File: src/common/timer0_defs.svh
// Notes on behaviour
// a count register write blocks the compare match on the next tick
// 8-bit compare value checked against the counter always; match sets flag, drives pin
// mask bit 1 enables the overflow request, with global enable and flag
// mask bit 0 enables the compare request, with global enable and flag
// overflow flag bit 1 sets on overflow, or on reversal at zero in phase-correct
// overflow flag clears on vector execution or on software writing one
// compare flag bit 0 sets on match, clears on vector or written one
// both timers share one prescaler, each with its own clock select
// clock select 1 counts on every system clock
// prescaler taps divide the system clock by 8, 64, 256 and 1024
// prescaler runs freely; first prescaled count comes 1 to N+1 cycles later
// writing one to bit 0 resets the prescaler; bit self-clears, reads zero
// count pins sampled once per system clock on the rising edge
// one tick per rising edge at select 7, per falling edge at 6
// pin edge to counter update takes 2.5 to 3.5 system cycles
// software changes external clock selection only while the pin is stable
// external clock half periods exceed one system cycle
// external pin pulses bypass the prescaler, never divided
// select 0 stops, 2 to 5 pick taps, 6 and 7 pin edges
// pin edges count even while the pin is used as an output
// each request is flag AND mask; global enable left to the processor
`ifndef TIMER0_DEFS_SVH
`define TIMER0_DEFS_SVH

// ----------------------------------------
// register offsets
// ----------------------------------------
`define OFS_COUNT     8'h00
`define OFS_COMPARE   8'h04
`define OFS_MASK      8'h08
`define OFS_FLAGS     8'h0C
`define OFS_SFC       8'h10
`define OFS_T0_CTRL   8'h14
`define OFS_T1_CTRL   8'h18

// ----------------------------------------
// field positions and reset values
// ----------------------------------------
`define BIT_CMP        0
`define BIT_OVF        1
`define BIT_PRES_RST   0
`define BIT_PHASE_PWM  3
`define RST_BYTE       8'h00
`define RST_PRES       10'h000
`define COUNT_MAX      8'hFF
`define COUNT_BOTTOM   8'h00
`define PRES_W         10

`endif

File: src/common/timer0_pkg.sv
package timer0_pkg;

  // ----------------------------------------
  // clock select codes
  // ----------------------------------------
  typedef enum logic [2:0] {
    CS_STOP   = 3'h0,
    CS_DIRECT = 3'h1,
    CS_DIV8   = 3'h2,
    CS_DIV64  = 3'h3,
    CS_DIV256 = 3'h4,
    CS_DIV1K  = 3'h5,
    CS_FALL   = 3'h6,
    CS_RISE   = 3'h7
  } clk_sel_e;

endpackage : timer0_pkg

File: src/hdl/timer0_flags_prescaler.sv
// Design decisions made here: the register offsets and the APB register port.
`include "timer0_defs.svh"
`timescale 1ns/10ps
`default_nettype none

module timer0_flags_prescaler (
  input  wire logic        mclk,
  input  wire logic        rst_n,
  input  wire logic        psel,
  input  wire logic        penable,
  input  wire logic        pwrite,
  input  wire logic [7:0]  paddr,
  input  wire logic [31:0] pwdata,
  output logic      [31:0] prdata,
  output logic             pready,
  output logic             pslverr,
  input  wire logic        extCountPinA,
  input  wire logic        extCountPinB,
  input  wire logic        ovfVectorAck,
  input  wire logic        cmpVectorAck,
  output logic             ovfIrq,
  output logic             cmpIrq,
  output logic             compareOutputPin,
  output logic             timer1Tick
);

  // ----------------------------------------
  // functions
  // ----------------------------------------
  function automatic logic clkTick(
    input timer0_pkg::clk_sel_e     sel,
    input logic [`PRES_W-1:0]       pres,
    input logic                     rise,
    input logic                     fall
  );
    logic t;
    t = 1'b0;
    // select decode
    unique case (sel)
      timer0_pkg::CS_STOP:   t = 1'b0;
      // direct system clock
      timer0_pkg::CS_DIRECT: t = 1'b1;
      timer0_pkg::CS_DIV8:   t = &pres[2:0];
      timer0_pkg::CS_DIV64:  t = &pres[5:0];
      timer0_pkg::CS_DIV256: t = &pres[7:0];
      timer0_pkg::CS_DIV1K:  t = &pres[9:0];
      timer0_pkg::CS_FALL:   t = fall;
      timer0_pkg::CS_RISE:   t = rise;
    endcase
    return t;
  endfunction : clkTick

  function automatic logic addrMapped(input logic [7:0] a);
    return (a == `OFS_COUNT) || (a == `OFS_COMPARE) || (a == `OFS_MASK)
        || (a == `OFS_FLAGS) || (a == `OFS_SFC) || (a == `OFS_T0_CTRL)
        || (a == `OFS_T1_CTRL);
  endfunction : addrMapped

  // ----------------------------------------
  // declarations
  // ----------------------------------------
  logic [31:0]              prdata_ff;
  logic                     pready_ff;
  logic                     pslverr_ff;
  logic [7:0]               count_ff;
  logic [7:0]               compare_ff;
  logic [7:0]               mask_ff;
  logic                     ovfFlag_ff;
  logic                     cmpFlag_ff;
  logic                     countDown_ff;
  logic                     phasePwm_ff;
  logic                     blockMatch_ff;
  timer0_pkg::clk_sel_e     sel0_ff;
  timer0_pkg::clk_sel_e     sel1_ff;
  logic [`PRES_W-1:0]       pres_ff;
  logic [1:0]               pinS1_ff;
  logic [1:0]               pinS2_ff;
  logic [1:0]               pinS3_ff;
  logic                     ovfIrq_ff;
  logic                     cmpIrq_ff;
  logic                     cmpPin_ff;
  logic                     timer1Tick_ff;
  logic                     apbSetup;
  logic                     apbDone;
  logic                     apbWr;
  logic                     wrCount;
  logic                     wrFlags;
  logic                     presReset;
  logic [1:0]               pinRise;
  logic [1:0]               pinFall;
  logic                     tick0;
  logic                     cmpSet;
  logic                     ovfSet;
  logic [31:0]              nxt_prdata;

  // ----------------------------------------
  // apb slave
  // ----------------------------------------
  // one wait state: read data is captured on the same edge that raises pready
  assign apbSetup = psel && penable && !pready_ff;
  assign apbDone  = psel && penable && pready_ff;
  assign apbWr    = apbDone && pwrite && addrMapped(paddr);
  assign wrCount  = apbWr && (paddr == `OFS_COUNT);
  assign wrFlags  = apbWr && (paddr == `OFS_FLAGS);
  // strobe only pulses
  assign presReset = apbWr && (paddr == `OFS_SFC) && pwdata[`BIT_PRES_RST];

  always_comb begin
    nxt_prdata = 32'h0000_0000;
    unique case (paddr)
      `OFS_COUNT:   nxt_prdata[7:0] = count_ff;
      `OFS_COMPARE: nxt_prdata[7:0] = compare_ff;
      `OFS_MASK:    nxt_prdata[7:0] = mask_ff;
      `OFS_FLAGS: begin
        nxt_prdata[`BIT_OVF] = ovfFlag_ff;
        nxt_prdata[`BIT_CMP] = cmpFlag_ff;
      end
      // strobe reads zero
      `OFS_SFC:     nxt_prdata = 32'h0000_0000;
      `OFS_T0_CTRL: begin
        nxt_prdata[2:0]            = sel0_ff;
        nxt_prdata[`BIT_PHASE_PWM] = phasePwm_ff;
      end
      `OFS_T1_CTRL: nxt_prdata[2:0] = sel1_ff;
      default:      nxt_prdata = 32'h0000_0000;
    endcase
  end

  always_ff @(posedge mclk) begin
    if (!rst_n) begin
      pready_ff  <= 1'b0;
      pslverr_ff <= 1'b0;
      prdata_ff  <= 32'h0000_0000;
    end else begin
      pready_ff  <= apbSetup;
      pslverr_ff <= apbSetup && !addrMapped(paddr);
      if (apbSetup && !pwrite) begin
        prdata_ff <= nxt_prdata;
      end
    end
  end

  // ----------------------------------------
  // software registers
  // ----------------------------------------
  always_ff @(posedge mclk) begin
    if (!rst_n) begin
      compare_ff  <= `RST_BYTE;
      mask_ff     <= `RST_BYTE;
      sel0_ff     <= timer0_pkg::CS_STOP;
      sel1_ff     <= timer0_pkg::CS_STOP;
      phasePwm_ff <= 1'b0;
    end else if (apbWr) begin
      if (paddr == `OFS_COMPARE) begin
        compare_ff <= pwdata[7:0];
      end
      if (paddr == `OFS_MASK) begin
        mask_ff <= pwdata[7:0];
      end
      // independent selects
      if (paddr == `OFS_T0_CTRL) begin
        sel0_ff     <= timer0_pkg::clk_sel_e'(pwdata[2:0]);
        phasePwm_ff <= pwdata[`BIT_PHASE_PWM];
      end
      if (paddr == `OFS_T1_CTRL) begin
        sel1_ff <= timer0_pkg::clk_sel_e'(pwdata[2:0]);
      end
    end
  end

  // ----------------------------------------
  // shared prescaler
  // ----------------------------------------
  // free running divider
  always_ff @(posedge mclk) begin
    if (!rst_n) begin
      pres_ff <= `RST_PRES;
    end else if (presReset) begin
      pres_ff <= `RST_PRES;
    end else begin
      pres_ff <= pres_ff + 1'b1;
    end
  end

  // ----------------------------------------
  // pin synchroniser and edge detect
  // ----------------------------------------
  // sampled every clock, pinS1 feeds only pinS2
  always_ff @(posedge mclk) begin
    if (!rst_n) begin
      pinS1_ff <= 2'h0;
      pinS2_ff <= 2'h0;
      pinS3_ff <= 2'h0;
    end else begin
      pinS1_ff <= {extCountPinB, extCountPinA};
      pinS2_ff <= pinS1_ff;
      pinS3_ff <= pinS2_ff;
    end
  end

  // pin direction plays no part here
  // one edge, one tick
  assign pinRise = pinS2_ff & ~pinS3_ff;
  assign pinFall = ~pinS2_ff & pinS3_ff;

  // ----------------------------------------
  // tick selection
  // ----------------------------------------
  // taps, pin edges undivided
  assign tick0 = clkTick(sel0_ff, pres_ff, pinRise[0], pinFall[0]);

  // second timer on same prescaler
  always_ff @(posedge mclk) begin
    if (!rst_n) begin
      timer1Tick_ff <= 1'b0;
    end else begin
      timer1Tick_ff <= clkTick(sel1_ff, pres_ff, pinRise[1], pinFall[1]);
    end
  end

  // ----------------------------------------
  // counter
  // ----------------------------------------
  // overflow at max, or reversal at bottom in phase mode
  assign ovfSet = tick0 && !wrCount && (phasePwm_ff
                ? (countDown_ff && count_ff == `COUNT_BOTTOM)
                : (count_ff == `COUNT_MAX));
  // compare unless blocked by a count write
  assign cmpSet = tick0 && !wrCount && !blockMatch_ff && (count_ff == compare_ff);

  // comb tick from pinS2 gives roughly three cycles
  always_ff @(posedge mclk) begin
    if (!rst_n) begin
      count_ff     <= `RST_BYTE;
      countDown_ff <= 1'b0;
    end else if (wrCount) begin
      count_ff <= pwdata[7:0];
    end else if (tick0) begin
      if (!phasePwm_ff) begin
        count_ff     <= count_ff + 1'b1;
        countDown_ff <= 1'b0;
      end else if (countDown_ff) begin
        if (count_ff == `COUNT_BOTTOM) begin
          countDown_ff <= 1'b0;
          count_ff     <= count_ff + 1'b1;
        end else begin
          count_ff <= count_ff - 1'b1;
        end
      end else begin
        if (count_ff == `COUNT_MAX) begin
          countDown_ff <= 1'b1;
          count_ff     <= count_ff - 1'b1;
        end else begin
          count_ff <= count_ff + 1'b1;
        end
      end
    end
  end

  // block held until the next tick
  always_ff @(posedge mclk) begin
    if (!rst_n) begin
      blockMatch_ff <= 1'b0;
    end else if (wrCount) begin
      blockMatch_ff <= 1'b1;
    end else if (tick0) begin
      blockMatch_ff <= 1'b0;
    end
  end

  // ----------------------------------------
  // flags
  // ----------------------------------------
  // set beats a same-cycle clear
  always_ff @(posedge mclk) begin
    if (!rst_n) begin
      ovfFlag_ff <= 1'b0;
      cmpFlag_ff <= 1'b0;
    end else begin
      // vector or written one clears
      if (ovfSet) begin
        ovfFlag_ff <= 1'b1;
      end else if (ovfVectorAck || (wrFlags && pwdata[`BIT_OVF])) begin
        ovfFlag_ff <= 1'b0;
      end
      // compare flag set and clear
      if (cmpSet) begin
        cmpFlag_ff <= 1'b1;
      end else if (cmpVectorAck || (wrFlags && pwdata[`BIT_CMP])) begin
        cmpFlag_ff <= 1'b0;
      end
    end
  end

  // ----------------------------------------
  // requests and compare pin
  // ----------------------------------------
  // flag and mask, global enable stays in the cpu
  always_ff @(posedge mclk) begin
    if (!rst_n) begin
      ovfIrq_ff <= 1'b0;
      cmpIrq_ff <= 1'b0;
    end else begin
      ovfIrq_ff <= ovfFlag_ff && mask_ff[`BIT_OVF];
      cmpIrq_ff <= cmpFlag_ff && mask_ff[`BIT_CMP];
    end
  end

  // pin toggles on each match; waveform modes live elsewhere
  always_ff @(posedge mclk) begin
    if (!rst_n) begin
      cmpPin_ff <= 1'b0;
    end else if (cmpSet) begin
      cmpPin_ff <= !cmpPin_ff;
    end
  end

  assign prdata           = prdata_ff;
  assign pready           = pready_ff;
  assign pslverr          = pslverr_ff;
  assign ovfIrq           = ovfIrq_ff;
  assign cmpIrq           = cmpIrq_ff;
  assign compareOutputPin = cmpPin_ff;
  assign timer1Tick       = timer1Tick_ff;
endmodule : timer0_flags_prescaler

`default_nettype wire

File: config.mk
export PLATFORM = sky130hd
export DESIGN_NAME = timer0_flags_prescaler
export DESIGN_NICKNAME = d
export VERILOG_FILES = /design/src/common/timer0_pkg.sv /design/src/hdl/timer0_flags_prescaler.sv
export VERILOG_INCLUDE_DIRS = /design/src /design/src/common
export SDC_FILE = /design/constraint.sdc
export NUM_CORES = 1
export LEC_CHECK = 0
export BUFFER_PORTS_ARGS = -buffer_cell sky130_fd_sc_hd__buf_2
export CAP_MARGIN = 20
export CORE_MARGIN = 10
export CORE_UTILIZATION = 50
export DETAILED_ROUTE_END_ITERATION = 10
export GPL_TIMING_DRIVEN = 0
export PLACE_DENSITY = 0.76
export SLEW_MARGIN = 10
export SYNTH_ARGS = -nofsm -noshare
export SYNTH_HDL_FRONTEND = slang
export SYNTH_SLANG_ARGS = --single-unit
File: constraint.sdc
create_clock -name mclk -period 2.45 [get_ports mclk]
set_input_delay 0.1225 -clock mclk [delete_from_list [all_inputs] [get_ports mclk]]
set_output_delay 0.1225 -clock mclk [all_outputs]
set_load 0.05 [all_outputs]
==> After elaboration in Yosys (flattened, before gate mapping) <==
Cells that the tools add are included.
Widths: inputs -> output; s select.
{ "totals": {"register_bits": 65, "latch_bits": 0, "mem_bits_rw": 0, "rom_bits": 0, "in_bits": 49, "output_inout_bits": 38, "word_cells": 126, "mem_count": 0} }
{ "op_classes": {"add_sub_neg": 3, "multipliers": 0, "div_mod_pow": 0, "magnitude_cmp": 0, "n_eq_ne": 22, "shift": 0, "mux": 23, "bitwise": 6, "reduce_logical": 51} }
{ "op_table": {"columns": ["cell", "n"], "rows": [
  ["$mux 8", 6],
  ["$eq 3x3->1 const B", 8],
  ["$eq 8x5->1 const B", 3],
  ["$logic_and 1x1->1", 20],
  ["$eq 8x4->1 const B", 2],
  ["$logic_not 8->1", 2],
  ["$pmux 1 s8", 2],
  ["$eq 3x2->1 const B", 4],
  ["$pmux 2 s6", 1],
  ["$pmux 4 s3", 1],
  ["$mux 1", 11],
  ["$add 10x1->10 const B", 1],
  ["$reduce_and 10->1", 1],
  ["$reduce_and 2->1", 5],
  ["$add 8x1->8 const B", 1],
  ["$eq 8x3->1 const B", 1],
  ["$eq 8x8->1", 1],
  ["$eq 8x8->1 const B", 1],
  ["$logic_or 1x1->1", 8],
  ["$reduce_and 8->1", 1],
  ["$sub 8x1->8 const B", 1],
  ["$eq 3x1->1 const B", 2],
  ["$logic_not 1->1", 6],
  ["$logic_not 3->1", 2],
  ["9 further kinds", 14]
]} }

==> Longest topological paths before layout <==
Gate-level depths: netlist of run 1.
{ "logic_depth": {"ltp_word": 14, "ltp_mapped": 8, "depth_no_buf": 7} }

==> Least setup slack after synthesis of run 1 <==
OpenSTA, ideal clock, no wires.
{ "synth_path": {"kind": "register -> register", "from": "reg count_ff[3]", "to": "reg count_ff[4]", "setup_ps": 74, "arrival_time_ps": 2024, "t_required_ps": 2376, "path_slack_ps": 352, "stages_incl_launch_ff": 8, "n_path_buf": 1, "period_less_slack_ps": 2098, "cell_sequence": "dfxtp_1 buf_2 nor4_4 a31oi_4 nor2_1 mux2_2 or3_1 a31oi_1"} }
{ "synth_via": {"elab_chain_cells": 6, "elab_cells_between_ends": 10, "classes_between": "2 x add/sub; 1 x eq/ne; 6 x mux; 1 x reduce/logical"} }
{ "synth_lines": {"columns": ["element", "line", "source"], "rows": [
  ["start: declaration", "timer0_flags_prescaler.sv:65", "logic [7:0] count_ff;"],
  ["start signal: assignment", "timer0_flags_prescaler.sv:234", "count_ff <= `RST_BYTE;"],
  ["start signal: assignment", "timer0_flags_prescaler.sv:237", "count_ff <= pwdata[7:0];"],
  ["start signal: assignment", "timer0_flags_prescaler.sv:240", "count_ff <= count_ff + 1'b1;"],
  ["$add 8x1->8, or another cell as far along", "timer0_flags_prescaler.sv:240, timer0_flags_prescaler.sv:245, timer0_flags_prescaler.sv:254", null],
  ["$mux 8, on equally long branches", "timer0_flags_prescaler.sv:250, timer0_flags_prescaler.sv:243", null],
  ["$mux 8", "timer0_flags_prescaler.sv:242", "end else if (countDown_ff) begin"],
  ["$mux 8 *", "timer0_flags_prescaler.sv:239", "if (!phasePwm_ff) begin"],
  ["$mux 8 *", "timer0_flags_prescaler.sv:238", "end else if (tick0) begin"],
  ["$mux 8 *", "timer0_flags_prescaler.sv:236", "end else if (wrCount) begin"]
]} }
Mark *: on every way between the ends. The rest lies on a longest branch, timed or not. The select of a mux whose other input is x is not followed.
A chain may end at the register's enable or synchronous reset.

==> Final worst setup path of run 1 <==
Ends and elaborated chain as after synthesis.

==> flow_metrics.tcl, run 1 <==
set metrics [dict create \
    core_um2 6720 \
    max-vdd-ir-drop_uv 344 \
    cts-root-buf "clkbuf_8" \
    clk_skew_ns 0.0108 \
    rrSetupSlack_ns 0.07 \
    post-route-min-period_ns 2.38 \
    post-cts-setup-buffers 0 \
    largest_family_of_logic_cells_by_synthesized_area "simple AND/OR/NAND/NOR gates" \
    reg2regPathDepth 7 \
    globalRouteOverflowTotal 0 \
    cp_slowest_stage_delay_ns 0.47 \
    detailroute.via_count 3264 \
    num_rows 30 \
    count_of_max_cap_constraint_violations 0 \
    post_synth_mux_area_share_pct 3.44 \
    worst-endpoint-required_ns 2.71 \
    pin_count_of_the_biggest_net_entering_global_routing 11 \
    finalNetCount 553 \
    first_pass_iters 5 \
    antenna_cells 0 \
    drive_gt1_share_pct 18.6 \
    rsz0062_at_grt "false" \
    ys_dominant_reg_cell "dfxtp_1" \
    design_area_um2 3980 \
    r2r_start "count_ff[3]" \
    wl_mm 8.90 \
    timing_max_transition_violations_final 0 \
    cp-start-kind "flop" \
    power_density_nw_per_um2 517 \
    placed_area_um2 3780 \
    syn_avg_cell_area_um2 8.01 \
    initial_core_utilization_pct 50.9 \
    route.detailed.vias_per_inst 5.62 \
    globalRouteTotalUtil_pct 17.0 \
    setup_viol 0 \
    cts_sinks 65 \
    totalNegativeSetupSlack_ns 0 \
    cts_tree "done" \
    fraction_of_the_mapped_netlist_area_in_compound_gates_pct 17.7 \
    dieHeight_um 103 \
    timing_worst_setup_path_type "flop to flop" \
    timing.final.crit_share_pct 97.0 \
    placement.io_buffers 36 \
    crit_fanout 10 \
    seq_area_frac_synth_pct 38.1 \
    drt_iter0_drc 253 \
    gpl.final_weighted_congestion 0.896 \
    synth_adder_area_share_pct 1.83 \
    route.antenna.remaining_nets 0 \
    first_global_vias 2996 \
    max_frequency_mhz 421 \
    power_leakage_nw 1.55 \
    synth.yosys.warnings 0 \
    cts_buffers 9 \
    clkSlewWorstSetupHoldPaths_ns 0.07 \
    worstMarginPinSlew_ns 0.725 \
    avgRoutedWirePerCell_um 15.3 \
    cts_htree_levels 3 \
    synth_simple_gate_area_share_pct 24.4 \
    hold_path_depth 3 \
    timing_startpoint_of_the_critical_path "count_ff[3]" \
    grt_antenna_before_repair 0 \
    status "finished, final reports clean" \
    worst_hold_slack_ns 0.0469 \
    holdCritStartpoint "cmpVectorAck" \
    drt_drc_violations_left 0 \
    synth_xor_xnor_area_share_pct 5.12 \
    data_arrival_at_the_endpoint_of_the_critical_path_ns 2.64 \
    netlist_area_um2 3420 \
    hold_end "cmpFlag_ff" \
    synth_seq_cells 65 \
    crit_path_cell_trace "buf_2 > nor4_4 > a31oi_4 > nor2_1 > mux2_2 > or3_1 > a31oi_1" \
    synthArstFlopShare_pct 0 \
    detailedPlacementHpwl_mm 6.72 \
    post_synth_inst_count 427 \
    hp-class "primary input to flop" \
    layout-area-overhead-vs-synth_pct 16.4 \
    floorplan.die_area_um2 10500 \
    yosys.cell_types.count 51 \
    reg2reg_to "count_ff[4]" \
    clock_latency_ns 0.34 \
    floorplan.io_pins 87 \
    final-hold-violation-count 0 \
    slew_headroom_pct 51.3 \
    setup.worst_path.end_class "flop" \
    critical_path_cell_with_the_highest_stage_delay "nor4_4" \
    grt_first_pass_wirelength_mm 14.4 \
    synth_enable_flop_cells 0 \
    clock_tree.buffer_depth 2 \
    dieWidth_um 103 \
]
-- layer usage --
metal  GRT usage (%)  part of all wire (%)  vias to the layer above
li1                -                     -                     1593
met1            20.3                    41                     1498
met2            28.6                    48                      157
met3            3.82                   9.0                       16
met4            7.27                   2.2                        0
met5               0                     0                        -
-- metrics by stage --
step	cells	worst slack (ns)	utilization, %	power, mW
after detailed placement	566	0.0856	56.3	1.31
after floorplan	450	0.352	-	1.26
after global placement	566	0.114	56.3	1.31
final	581	0.0726	59.2	2.06
after CTS	581	0.0985	59.0	2.07
after global routing	581	0.00654	59.2	2.15
-- worst max-delay path: cells and delay by family, from the launching register on --
family,cells,cell delay (ns)
muxes,1,0.39
buffers and inverters,1,0.19
DFF,1,0.30
and+or+nand+nor,3,1.05
AOI/OAI and AO/OA,2,0.38
-- Yosys cell counts, types with 6 or more instances --
library cell   n  area [um2]
a21oi_1       44         220
a22oi_1        6        45.0
and2_1         8        50.1
and3_1        11        68.8
buf_2          6        30.0
buf_4         24         180
clkbuf_1      15        56.3
dfxtp_1       65        1300
inv_1          8        30.0
nand2_1       51         191
nand3_1       36         180
nor2_1        29         109
o21ai_0       31         155
xnor2_1       15         131
-- flip-flops by register name, indices dropped and copies added (netlist names), 2 cells and up --
signal,count
count_ff,8
prdata,8
mask_ff,8
pinS1_ff,2
sel1_ff,3
pinS2_ff,2
compare_ff,8
pinS3_ff,2
pres_ff,10
sel0_ff,3
-- layout by cell type, fill, tap and decap left out, types with 13 or more instances in the layout --
| cell | synthesis | final |
|---|---|---|
| clkbuf_1 | 15 | 13 |
| dfxtp_1 | 65 | 65 |
| nand2_1 | 51 | 51 |
| nand3_1 | 36 | 36 |
| xnor2_1 | 15 | 15 |
| buf_2 | 6 | 42 |
| a21oi_1 | 44 | 43 |
| o21ai_0 | 31 | 31 |
| nor2_1 | 29 | 29 |
| conb_1 | 1 | 24 |
| buf_4 | 24 | 24 |
-- worst max path at each step --
stage,endpoint,slack (ns),cells past startpoint
after floorplan,count_ff[4],0.35,7
after global placement,count_ff[5],0.11,9
after detailed placement,count_ff[7],0.09,9
after CTS,count_ff[4],0.1,8
after global routing,compareOutputPin,0.007,7
final,count_ff[4],0.07,7
-- repair_timing --
action	in CTS	in global routing
hold buffers	2	0
endpoints found under the setup margin	0	5
resized for setup	0	7
endpoints found under the hold margin	2	0
-- power by group --
part           switching (mW)  internal, mW  leakage (nW)
clock                   0.385         0.375        0.0761
combinational           0.161        0.0620         0.949
sequential            0.00602          1.07         0.525
-- cells by family after synthesis --
logic type | after synthesis
xor gates and xnor gates | 20
AOI/OAI and AO/OA | 103
and+or+nand+nor | 167
buffers and inverters | 57
other | 1
DFF | 65
adders and majority gates | 5
muxes | 9
-- layout make-up --
class | count | area, um2
plain buffers | 48 | 288
clock buffers | 10 | 138
clock inverters | 3 | 20.0
fillers | 606 | 2740
inverters | 9 | 33.8
multi-input cells | 328 | 1900
flip-flops and latches | 65 | 1300
well taps | 80 | 100
repair buffers | 38 | 200
No activity file was read; power rests on OpenSTA's default activity.
==> run 2, diff against run 1 <==
CORE_UTILIZATION = 35   (was 50)
CTS_BUF_LIST = sky130_fd_sc_hd__clkbuf_8   (was not set)
PLACE_DENSITY = not set   (was 0.76)
SLEW_MARGIN = 25   (was 10)
==> run 2 against run 1 <==
Net effect: cell area increased by 1.7%; final cell count increased by 9.5%; global-route usage decreased by 3.6 points; routed wire length increased by 5.9%; clock power decreased by 2%; setup slack improved by 0.094 ns; sequential power about the same; sequential share of layout area decreased by 0.56 points; hold slack got worse by 0.021 ns; critical endpoint unchanged; highest routed layer unchanged.
==> flow_metrics.tcl, run 2 (same netlist as run 1, synthesis figures left out) <==
set metrics [dict create \
    layout-area-overhead-vs-synth_pct 18.4 \
    worst-endpoint-required_ns 2.73 \
    floorplan.io_pins 87 \
    setup_viol 0 \
    cts_sinks 65 \
    gpl.final_weighted_congestion 0.827 \
    grt_first_pass_wirelength_mm 15.6 \
    detailedPlacementHpwl_mm 7.12 \
    placement.io_buffers 36 \
    drt_drc_violations_left 0 \
    mostFrequentLayoutCell "dfxtp_1" \
    crit_path_cell_trace "ha_1 > and3_1 > and3_1 > buf_2 > nor2_1 > mux2_2 > or3_1 > a31oi_1" \
    power_leakage_nw 1.56 \
    route.detailed.vias_per_inst 4.93 \
    globalRouteTotalUtil_pct 13.4 \
    drt_iter0_drc 274 \
    power_density_nw_per_um2 504 \
    max-vdd-ir-drop_uv 206 \
    power.combinational.fraction_pct 11.0 \
    initial_core_utilization_pct 35.5 \
    cp_slowest_stage_delay_ns 0.39 \
    clk_skew_ns 0.0106 \
    cp-start-kind "flop" \
    data_arrival_at_the_endpoint_of_the_critical_path_ns 2.56 \
    timing.final.crit_share_pct 93.2 \
    switchingPower_mw 0.545 \
    critical_path_cell_with_the_highest_stage_delay "mux2_2" \
    antenna_cells 0 \
    floorplan.die_area_um2 14100 \
    final-hold-violation-count 0 \
    post-route-min-period_ns 2.28 \
    worstMarginPinSlew_ns 0.790 \
    num_rows 36 \
    first_global_vias 3116 \
    detailroute.via_count 3133 \
    dieWidth_um 119 \
    cts-root-buf "clkbuf_8" \
    hp-class "primary input to flop" \
    nFillCells 1036 \
    drive_gt1_share_pct 18.3 \
    cts_buffers 9 \
    dieHeight_um 119 \
    max_flop_register "pres_ff" \
    avgRoutedWirePerCell_um 14.8 \
    slew_headroom_pct 47.0 \
    design_area_um2 4050 \
    wl_mm 9.43 \
    pwr-share-seq_pct 52.5 \
    sw_frac_of_total_pct 26.7 \
    finalNetCount 555 \
    route.antenna.remaining_nets 0 \
    cpMostUsedCell "and3_1" \
    status "finished, final reports clean" \
    clkSlewWorstSetupHoldPaths_ns 0.07 \
    first_pass_iters 4 \
    placed_area_um2 3850 \
    setup.worst_path.end_class "flop" \
    crit_fanout 8 \
    core_um2 9640 \
    largest_reg_flops 10 \
    clock_latency_ns 0.35 \
    internal-power_mw 1.50 \
    count_of_max_cap_constraint_violations 0 \
    timing_max_transition_violations_final 0 \
    grt_antenna_before_repair 0 \
    rrSetupSlack_ns 0.17 \
    max_frequency_mhz 438 \
    cts_htree_levels 3 \
    pin_count_of_the_biggest_net_entering_global_routing 11 \
    share_clk_of_total_power_pct 36.5 \
    most-common-layout-cells "dfxtp_1, nand2_1, a21oi_1" \
    timing_worst_setup_path_type "flop to flop" \
    globalRouteOverflowTotal 0 \
    clock_tree.buffer_depth 2 \
    cts_tree "done" \
    fin_total_pwr_mw 2.04 \
]
## run 2: final cells by class
cell class                 instances  area, um2  share of cell area, %
clock buffer                      10        138                   3.40
tap                              133        166                   4.11
timing repair buffer              40        215                   5.32
multi-input combinational        328       1890                   46.8
sequential                        65       1300                   32.2
inverter                           9       33.8                  0.835
clock inverter                     3       12.5                  0.309
buffer                            48        288                   7.11
## run 2: worst paths after layout
path,startpoint,to,depth (start not counted)
max,count_ff[0],count_ff[4],8
min,ovfVectorAck,ovfFlag_ff,3
max reg2reg,count_ff[0],count_ff[4],8
min reg2reg,pinS1_ff[1],pinS2_ff[1],1
## run 2: timing repair
item	4_1_cts	5_1_grt
endpoints found under the setup margin	0	8
resized for setup	0	6
endpoints found under the hold margin	2	0
hold buffers	2	0
setup buffers	0	2
## run 2: worst max-delay path, delay by kind of cell (launching register included)
kind / cells / cell delay (ns)
AND/OR/NAND/NOR: 4 / 0.93
multiplexers: 1 / 0.39
flip-flops: 1 / 0.31
adder cells (fa/ha/maj): 1 / 0.25
buffers and inverters: 1 / 0.16
AO/OA/AOI/OAI: 1 / 0.16
## run 2: power groups by stage
stage / sequential (mW) / clock, mW / combinational, mW
floorplan: 1.10 / 0 / 0.163
global placement: 1.10 / 0 / 0.218
detailed placement: 1.10 / 0 / 0.218
CTS: 1.07 / 0.760 / 0.221
global route: 1.07 / 0.798 / 0.241
finish: 1.07 / 0.745 / 0.224
## run 2: per-layer routing
layer / vias to the layer above / share of wire (%) / global-route usage, %
met2: 96 / 45 / 21.8
met5: - / 0 / 0
met1: 1418 / 46 / 16.4
met3: 17 / 7.1 / 3.31
met4: 0 / 2.0 / 6.03
li1: 1602 / - / -
## run 2: metrics by stage
step	util (%)	hold slack (ns)	setup WS (ns)	TNS, ns	std cells
2_1_floorplan	-	0.250	0.352	0	450
4_1_cts	41.7	0.0181	0.00715	0	634
6_report	42.0	0.0262	0.166	0	636
5_1_grt	42.0	0.0584	-0.00926	-0.0177	636
3_3_place_gp	40.0	0.333	0.0696	0	619
3_5_place_dp	40.0	0.335	0.0195	0	619
